--- src/include/dbx_params.svh ---
// Reset values and option defaults for the debug exception unit
`ifndef DBX_PARAMS_SVH
`define DBX_PARAMS_SVH

// =====================================================================
// Reset values
`define DBX_RESUME_RST    1'b0
`define DBX_PULSE_RST     1'b0

// =====================================================================
// Option defaults
`define DBX_HW_RF_DEFAULT 1'b0

`endif

--- src/include/dbx_pkg.sv ---
// Types shared by the debug exception unit
package dbx_pkg;

    // =================================================================
    // Decode facts about the instruction now starting
    typedef struct packed {
        logic opBpHit;     // Code breakpoint matches the opcode byte
        logic prefixBpHit; // Code breakpoint matches a prefix byte
        logic isIo;        // Port input or output instruction
        logic isHalt;      // Halt instruction
    } dbx_instr_type;

    // =================================================================
    // One iteration of a repeated string transfer
    typedef struct packed {
        logic iter;        // Iteration finished this cycle
        logic match;       // Its memory access hit a data breakpoint
        logic isInput;     // String input (else string output)
    } dbx_str_type;

    // =================================================================
    // Whole state of the unit, outputs included
    typedef struct packed {
        logic resumeFlag;  // Live resume flag
        logic stackedRf;   // Resume bit pushed at last handler entry
        logic bpSeen;      // Current instruction matched a code break
        logic insPend;     // String input trap owed one iteration
        logic bpFault;     // Instruction breakpoint fault pulse
        logic dataTrap;    // Data breakpoint trap pulse
        logic execGo;      // Instruction may execute pulse
        logic haltEnter;   // Halt state may be entered pulse
    } dbx_state_type;

endpackage : dbx_pkg

--- src/hdl/dbx_debug_unit.sv ---
// Debug breakpoint fault and trap sequencing for the processor core
// Function
// - Prefix-byte code breakpoints need not fault
// - Armed breakpoint, clear flag: fault repeats forever
// - Coinciding fault yields one spurious breakpoint repeat
// - Hardware may set stacked flag on entry
// - String output traps right after matching iteration
// - String input traps one iteration later
// - Code break on port instruction precedes execution
// - Restarted port instruction after resume breaks again
// - Halt breakpoint taken again after resume
`timescale 1ns/1ps
`include "dbx_params.svh"

module dbx_debug_unit #(
    parameter logic HW_RF_ON_FAULT = `DBX_HW_RF_DEFAULT
) (
    // Clock and reset
    input  wire logic            clk,
    input  wire logic            rst,
    // Instruction boundary from the pipeline
    input  wire logic            instrStart,
    input  wire dbx_pkg::dbx_instr_type instrInfo,
    input  wire logic            instrDone,
    // Handler entry and return
    input  wire logic            otherFault,
    input  wire logic            handlerReturn,
    input  wire logic            returnResumeFlag,
    // Resume from system management mode to the same instruction
    input  wire logic            smiResume,
    input  wire logic            ioRestartEn,
    // Repeated string transfers
    input  wire dbx_pkg::dbx_str_type strInfo,
    // Results, all registered
    output logic                 bpFault,
    output logic                 dataTrap,
    output logic                 execGo,
    output logic                 haltEnter,
    output logic                 resumeFlag,
    output logic                 stackedResumeFlag
);

    // =================================================================
    // State register and its next value
    dbx_pkg::dbx_state_type st_r;   // Registered state
    dbx_pkg::dbx_state_type st_nxt; // Next state
    logic                   takeBp; // Code breakpoint fires now

    // =================================================================
    // Next-state logic
    always_comb begin
        st_nxt           = st_r;
        st_nxt.bpFault   = 1'b0;
        st_nxt.dataTrap  = 1'b0;
        st_nxt.execGo    = 1'b0;
        st_nxt.haltEnter = 1'b0;
        // Only the opcode byte counts; a prefix match is ignored
        // on purpose so behaviour never depends on prefix decode
        takeBp = instrStart && instrInfo.opBpHit
            && !st_r.resumeFlag;
        if (instrStart) begin
            st_nxt.bpSeen = instrInfo.opBpHit;
            if (takeBp) begin
                // Fault before any port access or halt entry
                st_nxt.bpFault    = 1'b1;
                st_nxt.stackedRf  = 1'b0;
                st_nxt.resumeFlag = 1'b0;
            end else begin
                st_nxt.execGo    = 1'b1;
                st_nxt.haltEnter = instrInfo.isHalt;
            end
        end
        // Another fault: the flag is cleared so the breakpoint
        // repeats once on return unless that handler sets it
        if (otherFault) begin
            st_nxt.stackedRf  = st_r.resumeFlag |
                (HW_RF_ON_FAULT & !st_r.bpSeen);
            st_nxt.resumeFlag = 1'b0;
        end
        // Return loads the flag from the restored image
        if (handlerReturn) begin
            st_nxt.resumeFlag = returnResumeFlag;
        end
        // Successful completion uses up the suppression
        if (instrDone && !otherFault) begin
            st_nxt.resumeFlag = 1'b0;
        end
        // Resume to restart a port or halt instruction re-arms it
        if (smiResume && (ioRestartEn || st_r.bpSeen)) begin
            st_nxt.resumeFlag = 1'b0;
        end
        // String transfers: output traps at once, input one late
        if (strInfo.iter) begin
            if (st_r.insPend) begin
                st_nxt.dataTrap = 1'b1;
                st_nxt.insPend  = 1'b0;
            end
            if (strInfo.match && !strInfo.isInput) begin
                st_nxt.dataTrap = 1'b1;
            end
            if (strInfo.match && strInfo.isInput) begin
                st_nxt.insPend = 1'b1;
            end
        end else if (instrDone && st_r.insPend) begin
            // No further iteration: owed trap falls at completion
            st_nxt.dataTrap = 1'b1;
            st_nxt.insPend  = 1'b0;
        end
    end

    // =================================================================
    // State register
    always_ff @(posedge clk) begin
        if (rst) begin
            st_r.resumeFlag <= `DBX_RESUME_RST;
            st_r.stackedRf  <= `DBX_RESUME_RST;
            st_r.bpSeen     <= `DBX_PULSE_RST;
            st_r.insPend    <= `DBX_PULSE_RST;
            st_r.bpFault    <= `DBX_PULSE_RST;
            st_r.dataTrap   <= `DBX_PULSE_RST;
            st_r.execGo     <= `DBX_PULSE_RST;
            st_r.haltEnter  <= `DBX_PULSE_RST;
        end else begin
            st_r <= st_nxt;
        end
    end

    // =================================================================
    // Outputs straight from the state flops
    assign bpFault           = st_r.bpFault;
    assign dataTrap          = st_r.dataTrap;
    assign execGo            = st_r.execGo;
    assign haltEnter         = st_r.haltEnter;
    assign resumeFlag        = st_r.resumeFlag;
    assign stackedResumeFlag = st_r.stackedRf;
endmodule : dbx_debug_unit

--- config.mk ---
export PLATFORM = sky130hd
export DESIGN_NAME = dbx_debug_unit
export DESIGN_NICKNAME = d
export VERILOG_FILES = /design/src/include/dbx_pkg.sv /design/src/hdl/dbx_debug_unit.sv
export VERILOG_INCLUDE_DIRS = /design/src /design/src/include
export SDC_FILE = /design/constraint.sdc
export NUM_CORES = 1
export LEC_CHECK = 0
export BUFFER_PORTS_ARGS = -buffer_cell sky130_fd_sc_hd__buf_4
export CORE_AREA = 2 2 39 41
export CTS_CLUSTER_SIZE = 16
export DETAILED_ROUTE_END_ITERATION = 10
export DIE_AREA = 0 0 41 43
export PLACE_DENSITY = 0.59
export SLEW_MARGIN = 20
export SYNTH_ARGS = -nofsm -noshare
export SYNTH_HDL_FRONTEND = slang
export SYNTH_SLANG_ARGS = --single-unit
--- constraint.sdc ---
create_clock -name clk -period 1 [get_ports clk]
set_input_delay 0.05 -clock clk [delete_from_list [all_inputs] [get_ports clk]]
set_output_delay 0.05 -clock clk [all_outputs]
set_load 0.01 [all_outputs]
* Word-level counts from Yosys, hierarchy flattened *
Cells that the tools add are included.
Widths: inputs -> output; s select.

operators by class
  muxes and demuxes = 13
  bitwise gates (word level) = 1
  reductions and logical operators = 21

operators by type and width
  cell               count
  $mux 1             9
  $logic_and 1x1->1  7
  $mux 2             3
  $reduce_bool 2->1  3
  $reduce_bool 3->1  2
  $reduce_or 3->1    2
  $reduce_and 2->1   2
  $logic_not 1->1    3
  $mux 3             1
  $reduce_or 2->1    1
  $logic_or 1x1->1   1
  $not 1->1          1

word-level totals
  register bits = 8
  input port bits = 16
  word-level logic and storage cells = 43

* Longest topological paths before layout *
Gate-level depths: netlist of the first run.

  word-level depth = 6
  mapped depth = 3

* Least setup slack after synthesis of the first run *
OpenSTA, ideal clock, no wires.

  kind = register to register
  from = register resumeFlag (netlist name)
  to = register resumeFlag (netlist name)
  library setup time = 78 ps
  data arrival time = 737 ps
  data required time = 922 ps
  path slack = 185 ps
  cell stages (with the launch flop) = 4
  period minus slack after synthesis = 815 ps
  cell sequence = dfxtp_1 nor2b_1 o21ai_1 nor3_1

between the ends
  longest elaborated chain between the ends = 4

RTL lines
  item                         line                  source
  $logic_not 1->1              dbx_debug_unit.sv:60  && !st_r.resumeFlag;
  $logic_and 1x1->1            dbx_debug_unit.sv:60
  $reduce_bool 3->1 (no line)  --
  $reduce_and 2->1 (no line)   --

No other way between the ends.
A chain may end at the register's enable or synchronous reset.

* Final worst setup path of the first run *
  from = register resumeFlag (netlist name)
  to = output port resumeFlag

RTL lines
  item              line                  source
  end: declaration  dbx_debug_unit.sv:39  output logic resumeFlag,

No word-level cell between the ends.

==> out/metrics.yaml, run 1 <==
run_status:
  outcome: "finished, final reports clean"
final_layout:
  multi_input_area_um2: 125
  nets: 73
  fillCellCount: 142
  final_layout_size_suffix_gt1_share_pct: 41.8
  syn_to_final_growth_pct: 66.7
  design_area_um2: 488
  fin_util_pct: 35.3
  regArea_um2: 160
  diodes: 0
  stdcell_count: 71
sta:
  slew_viol_final: 0
  worstMarginPinSlew_ns: 0.203
  fin_crit_ns: 0.842
  final.setup.tns_ns: 0
  hold_viol: 0
  max_freq_mhz: 1190
  clock_skew_ns: 0.00242
  hold_ws_ns: 0.0177
  setup_ws_ns: 0.158
  maxSlewHeadroom_pct: 86.3
  post-route-period-util_pct: 84.2
  rsz0062_at_grt: "no"
  setup_viol: 0
synthesis:
  synth-seq-cells: 8
  synth_flop_cell: "dfxtp_1"
  synth_top_area_share_pct: 54.7
  synth_fp_nets: 48
  synth_warnings: 0
  postSynth.asyncResetShare_pct: 0
  synth-edff-count: 0
  synth_area_um2: 293
  synth.most_common_cell: "dfxtp_1"
  synthCells: 32
  ys_seq_area_share_pct: 54.7
  synth_cell_type_count: 16
  synth_common_cells: "8 x dfxtp_1, 3 x a21oi_1, 3 x nor2_1, 3 x nor3_1"
  synth.area.top_cells: "dfxtp_1 55%, a21oi_1 5.1%, nor3_1 5.1%, nor2b_1 4.3%, nor3b_2 4.3%"
  synth_area_leader_cell: "dfxtp_1"
  syn_area_per_cell_um2: 9.15
clocking:
  clk_path_buf_depth: 2
  clk_latency_ns: 0.25
  clkTransAtPathRegs_ns: 0.05
  clock_sinks: 8
  hold_buffers: 0
  cts-root-buf: "clkbuf_4"
  cts_tree: "yes"
  cts_resized: 0
  htree_levels: 1
  cts_buffers: 3
  post_cts.repair.setup_buffers: 0
worst_setup_path:
  critical_path_buf_inv_count: 1
  timing.rr.end: "resumeFlag"
  cp.required_ns: 0.95
  cp.arrival_ns: 0.79
  crit_path_start_kind: "flop"
  r2r-start: "resumeFlag"
  end_kind: "output pin"
  worst-setup-path-type: "reg -> out"
  worst-path-max-fanout: 5
  crit_family: "flip-flops"
  worst-r2r-setup-slack_ns: 0.16
  critPathMaxStageDelay_ns: 0.39
  crit_chain: "buf_4"
  crit_path_top_delay_cell: "dfxtp_1"
  r2r_cells: 3
route:
  via_count: 304
  finalWirelength_um: 666
  met2_length_um: 321
  detail-route-antenna-nets: 0
  vias_per_cell: 4.28
  highest_layer: "met4"
  first_pass_iters: 2
  drc_errors: 0
  routedWlPerCell_um: 9.38
  wl_met1_um: 264
  first_iter_violations: 2
  dr_wl_met3_um: 67
placement:
  port_buffers: 19
  pre_cts_slack_ns: 0.164
  dp.cells: 67
  dpl_cell_area_um2: 455
  place_congestion: 0.670
  post-dp-hpwl_um: 519
grt:
  antenna_found_initial: 0
  overflow: 0
  grt_pass1_wl_um: 1140
  grt_use_total_pct: 9.86
  grt_pass1_vias: 303
  grt_max_degree: 8
floorplan:
  die_y_um: 43
  ios: 22
  coreArea_um2: 1380
  fp-row-count: 14
  die_w_um: 41
  die_area_um2: 1760
  initial_utilization_pct: 21.2
flow_run:
  drv_cap: 0
power_and_ir_drop:
  p_leak_nw: 0.224
  irDropWorstVdd_mv: 0.344
  power_density_nw_per_um2: 1410
  power.total_mw: 0.690
hold_path:
  hp-start: "rst"
  min_to: "st_r[5]"
  min_path_cells: 2
  hp-class: "in -> reg"
==> how the worst max path moves through the flow <==
stage / startpoint / to / cells past startpoint
after floorplan: resumeFlag / resumeFlag / 3
after CTS: resumeFlag / resumeFlag / 1
after detailed placement: resumeFlag / resumeFlag / 3
final: resumeFlag / resumeFlag / 1
after global placement: resumeFlag / resumeFlag / 3
after global routing: resumeFlag / resumeFlag / 3
==> cells in the final DEF (no fill, tap or decap) <==
cell type      instances
a21oi_1                3
a31oi_1                1
and2_1                 1
buf_4                 19
clkbuf_4               3
dfxtp_1                8
dlygate4sd3_1          1
inv_1                  2
nand2_1                1
nand2b_1               1
nand3b_1               1
nor2_1                 3
nor2b_1                2
nor3_1                 3
nor3b_1                1
nor3b_2                1
o21ai_0                1
o21ai_1                2
o22ai_1                1
==> logic make-up after synthesis <==
group | synth area share (%)
AND/OR/NAND/NOR | 28.2
flip-flops | 54.7
AO/OA/AOI/OAI | 14.5
buffers and inverters | 2.57
==> metal layers <==
metal,up-vias,global-route usage (%)
met2,13,15.9
met4,0,8.00
met5,-,0
met3,2,3.14
li1,158,-
met1,131,9.39
==> area by class of cell <==
| cell class | count | share of cell area [%] |
|---|---|---|
| multi-input cells | 22 | 25.6 |
| well taps | 16 | 4.10 |
| flip-flops and latches | 8 | 32.8 |
| clock buffers | 3 | 4.62 |
| inverters | 2 | 1.54 |
| repair buffers | 20 | 31.3 |
==> sequential cells by signal, indices dropped and copies added, names as in the netlist <==
signal             cells
bpFault                1
dataTrap               1
execGo                 1
haltEnter              1
resumeFlag             1
st_r                   2
stackedResumeFlag      1
==> report_power, final <==
| part | internal, mW | switching, mW |
|---|---|---|
| clock network | 0.137 | 0.109 |
| registers | 0.333 | 0.00621 |
| logic | 0.0639 | 0.0405 |
| total | 0.534 | 0.156 |
(Power assumes the default switching activity.)
==> inputs of run 2 (changes only) <==
==> constraint.sdc (replaced) <==
create_clock -name clk -period 0.83 [get_ports clk]
set_input_delay 0.0415 -clock clk [delete_from_list [all_inputs] [get_ports clk]]
set_output_delay 0.0415 -clock clk [all_outputs]
set_load 0.01 [all_outputs]
==> out/metrics.yaml, run 2 (same netlist as run 1, synthesis figures left out) <==
route:
  vias_per_cell: 4.24  # was 4.28
  routedWlPerCell_um: 9.15  # was 9.38 um
  finalWirelength_um: 650  # was 666 um
  first_iter_violations: 0  # was 2
  first_pass_iters: 1  # was 2
  via_count: 301  # was 304
  detail-route-antenna-nets: 0  # unchanged
  drc_errors: 0  # unchanged
clocking:
  clkTransAtPathRegs_ns: 0.05  # about the same
  cts-root-buf: "clkbuf_4"  # unchanged
  clk_path_buf_depth: 2  # unchanged
  htree_levels: 1  # unchanged
  clock_sinks: 8  # unchanged
  clk_latency_ns: 0.25  # about the same
  cts_buffers: 3  # unchanged
  cts_tree: "yes"  # unchanged
floorplan:
  ios: 22  # unchanged
  die_area_um2: 1760  # unchanged
  coreArea_um2: 1380  # unchanged
  die_w_um: 41  # unchanged
  die_y_um: 43  # unchanged
  fp-row-count: 14  # unchanged
  initial_utilization_pct: 21.2  # unchanged
grt:
  antenna_found_initial: 0  # unchanged
  grt_max_degree: 8  # unchanged
  overflow: 0  # unchanged
  grt_pass1_vias: 287  # was 303
  grt_pass1_wl_um: 1040  # was 1140 um
  grt_use_total_pct: 9.05  # was 9.86%
worst_setup_path:
  crit_family: "flip-flops"  # unchanged
  worst-r2r-setup-slack_ns: 0.04  # was 0.16 ns
  timing.rr.end: "resumeFlag"  # unchanged
  r2r_cells: 3  # unchanged
  worstSetupPathDepth: 3  # was 1
  crit_chain: "nor2b_2, o21ai_1, nor3_1"  # was buf_4
  crit_path_start_kind: "flop"  # unchanged
  cp.arrival_ns: 0.97  # was 0.79 ns
  crit_end: "resumeFlag"  # unchanged
  worst-setup-path-type: "reg -> reg"  # was reg -> out
  worst-path-max-fanout: 5  # unchanged
  r2r-start: "resumeFlag"  # unchanged
  crit_path_top_delay_cell: "dfxtp_2"  # was dfxtp_1
  critPathMaxStageDelay_ns: 0.36  # was 0.39 ns
  end_kind: "flop"  # was output pin
  cp.required_ns: 1.00  # was 0.95 ns
  critical_path_buf_inv_count: 0  # was 1
  startpoint: "resumeFlag"  # unchanged
power_and_ir_drop:
  power_density_nw_per_um2: 1680  # was 1410 nW/um^2
  power.total_mw: 0.833  # was 0.690 mW
  p_leak_nw: 0.226  # was 0.224 nW
  irDropWorstVdd_mv: 0.382  # was 0.344 mV
final_layout:
  final_common_cell: "buf_4"  # unchanged
  layout_common_cells: "18 x buf_4, 7 x dfxtp_1"  # was 19 x buf_4, 8 x dfxtp_1
  largest_reg_flops: 2  # unchanged
  final_layout_size_suffix_gt1_share_pct: 45.5  # was 41.8%
  diodes: 0  # unchanged
  nets: 73  # unchanged
  regMostFlops: "st_r"  # unchanged
  stdcell_count: 71  # unchanged
  syn_to_final_growth_pct: 69.2  # was 66.7%
sta:
  fin_crit_ns: 0.793
  maxSlewHeadroom_pct: 88.6  # was 86.3%
  worstMarginPinSlew_ns: 0.171  # was 0.203 ns
  setup_viol: 0  # unchanged
  clock_skew_ns: 0.00273  # was 0.00242 ns
  post-route-period-util_pct: 95.6
  slew_viol_final: 0  # unchanged
  max_freq_mhz: 1260
  final.setup.tns_ns: 0  # unchanged
  hold_viol: 0  # unchanged
placement:
  port_buffers: 19  # unchanged
  post-dp-hpwl_um: 528  # was 519 um
  place_congestion: 0.696  # was 0.670
  dp.cells: 68  # was 67
run_status:
  outcome: "finished, final reports clean"  # unchanged
flow_run:
  drv_cap: 0  # unchanged
hold_path:
  min_path_cells: 2  # unchanged
  hp-class: "in -> reg"  # unchanged
## run 2: cell counts in the layout (fill, tap and decap cells not counted)
No cell type changed its count.
## run 2: metal layers
layer  share of wire, %  up-vias  GRT usage, %
met4                  0        0          10.0
met2                 50       10          13.8
met5                  0        -             0
met3                8.8        0          1.57
met1                 42      134          9.06
li1                   -      157             -
## run 2: worst min-delay path by stage
| stage | start | slack [ns] | to |
|---|---|---|---|
| 5_1_grt | rst | 0.003 | resumeFlag |
| 2_1_floorplan | rst | 0.11 | dataTrap |
| 3_5_place_dp | instrInfo[0] | 0.25 | haltEnter |
| 4_1_cts | rst | 0.002 | dataTrap |
| 3_3_place_gp | instrInfo[0] | 0.25 | haltEnter |
| 6_report | rst | 0.01 | st_r[5] |
## run 2: metrics by stage
| step | hold slack [ns] | setup WS, ns | utilization [%] | area [um^2] |
|---|---|---|---|---|
| floorplan | 0.111 | 0.0149 | - | 293 |
| global placement | 0.247 | 0.0636 | 33.5 | 463 |
| detailed placement | 0.250 | 0.0365 | 33.5 | 463 |
| CTS | 0.00164 | 0.0251 | 35.6 | 493 |
| global route | 0.00262 | -0.00286 | 35.8 | 495 |
| finish | 0.0125 | 0.0367 | 35.8 | 495 |
## run 2: cell type report
class	instances	area, um^2
Fill cell	142	888
Sequential cell	8	161
Timing Repair Buffer	20	156
Multi-Input combinational cell	22	128
Clock buffer	3	22.5
Tap cell	16	20.0
Inverter	2	7.51
## run 2: power breakdown
part	switching, mW	internal, mW
clock	0.130	0.165
combinational	0.0487	0.0792
sequential	0.00762	0.402
## run 2: timing repair
action                                  CTS  global route
resized for setup                         2             2
buffers inserted                          0             0
hold endpoints to repair                  1             0
endpoints found under the setup margin    1             1
hold buffers                              1             0
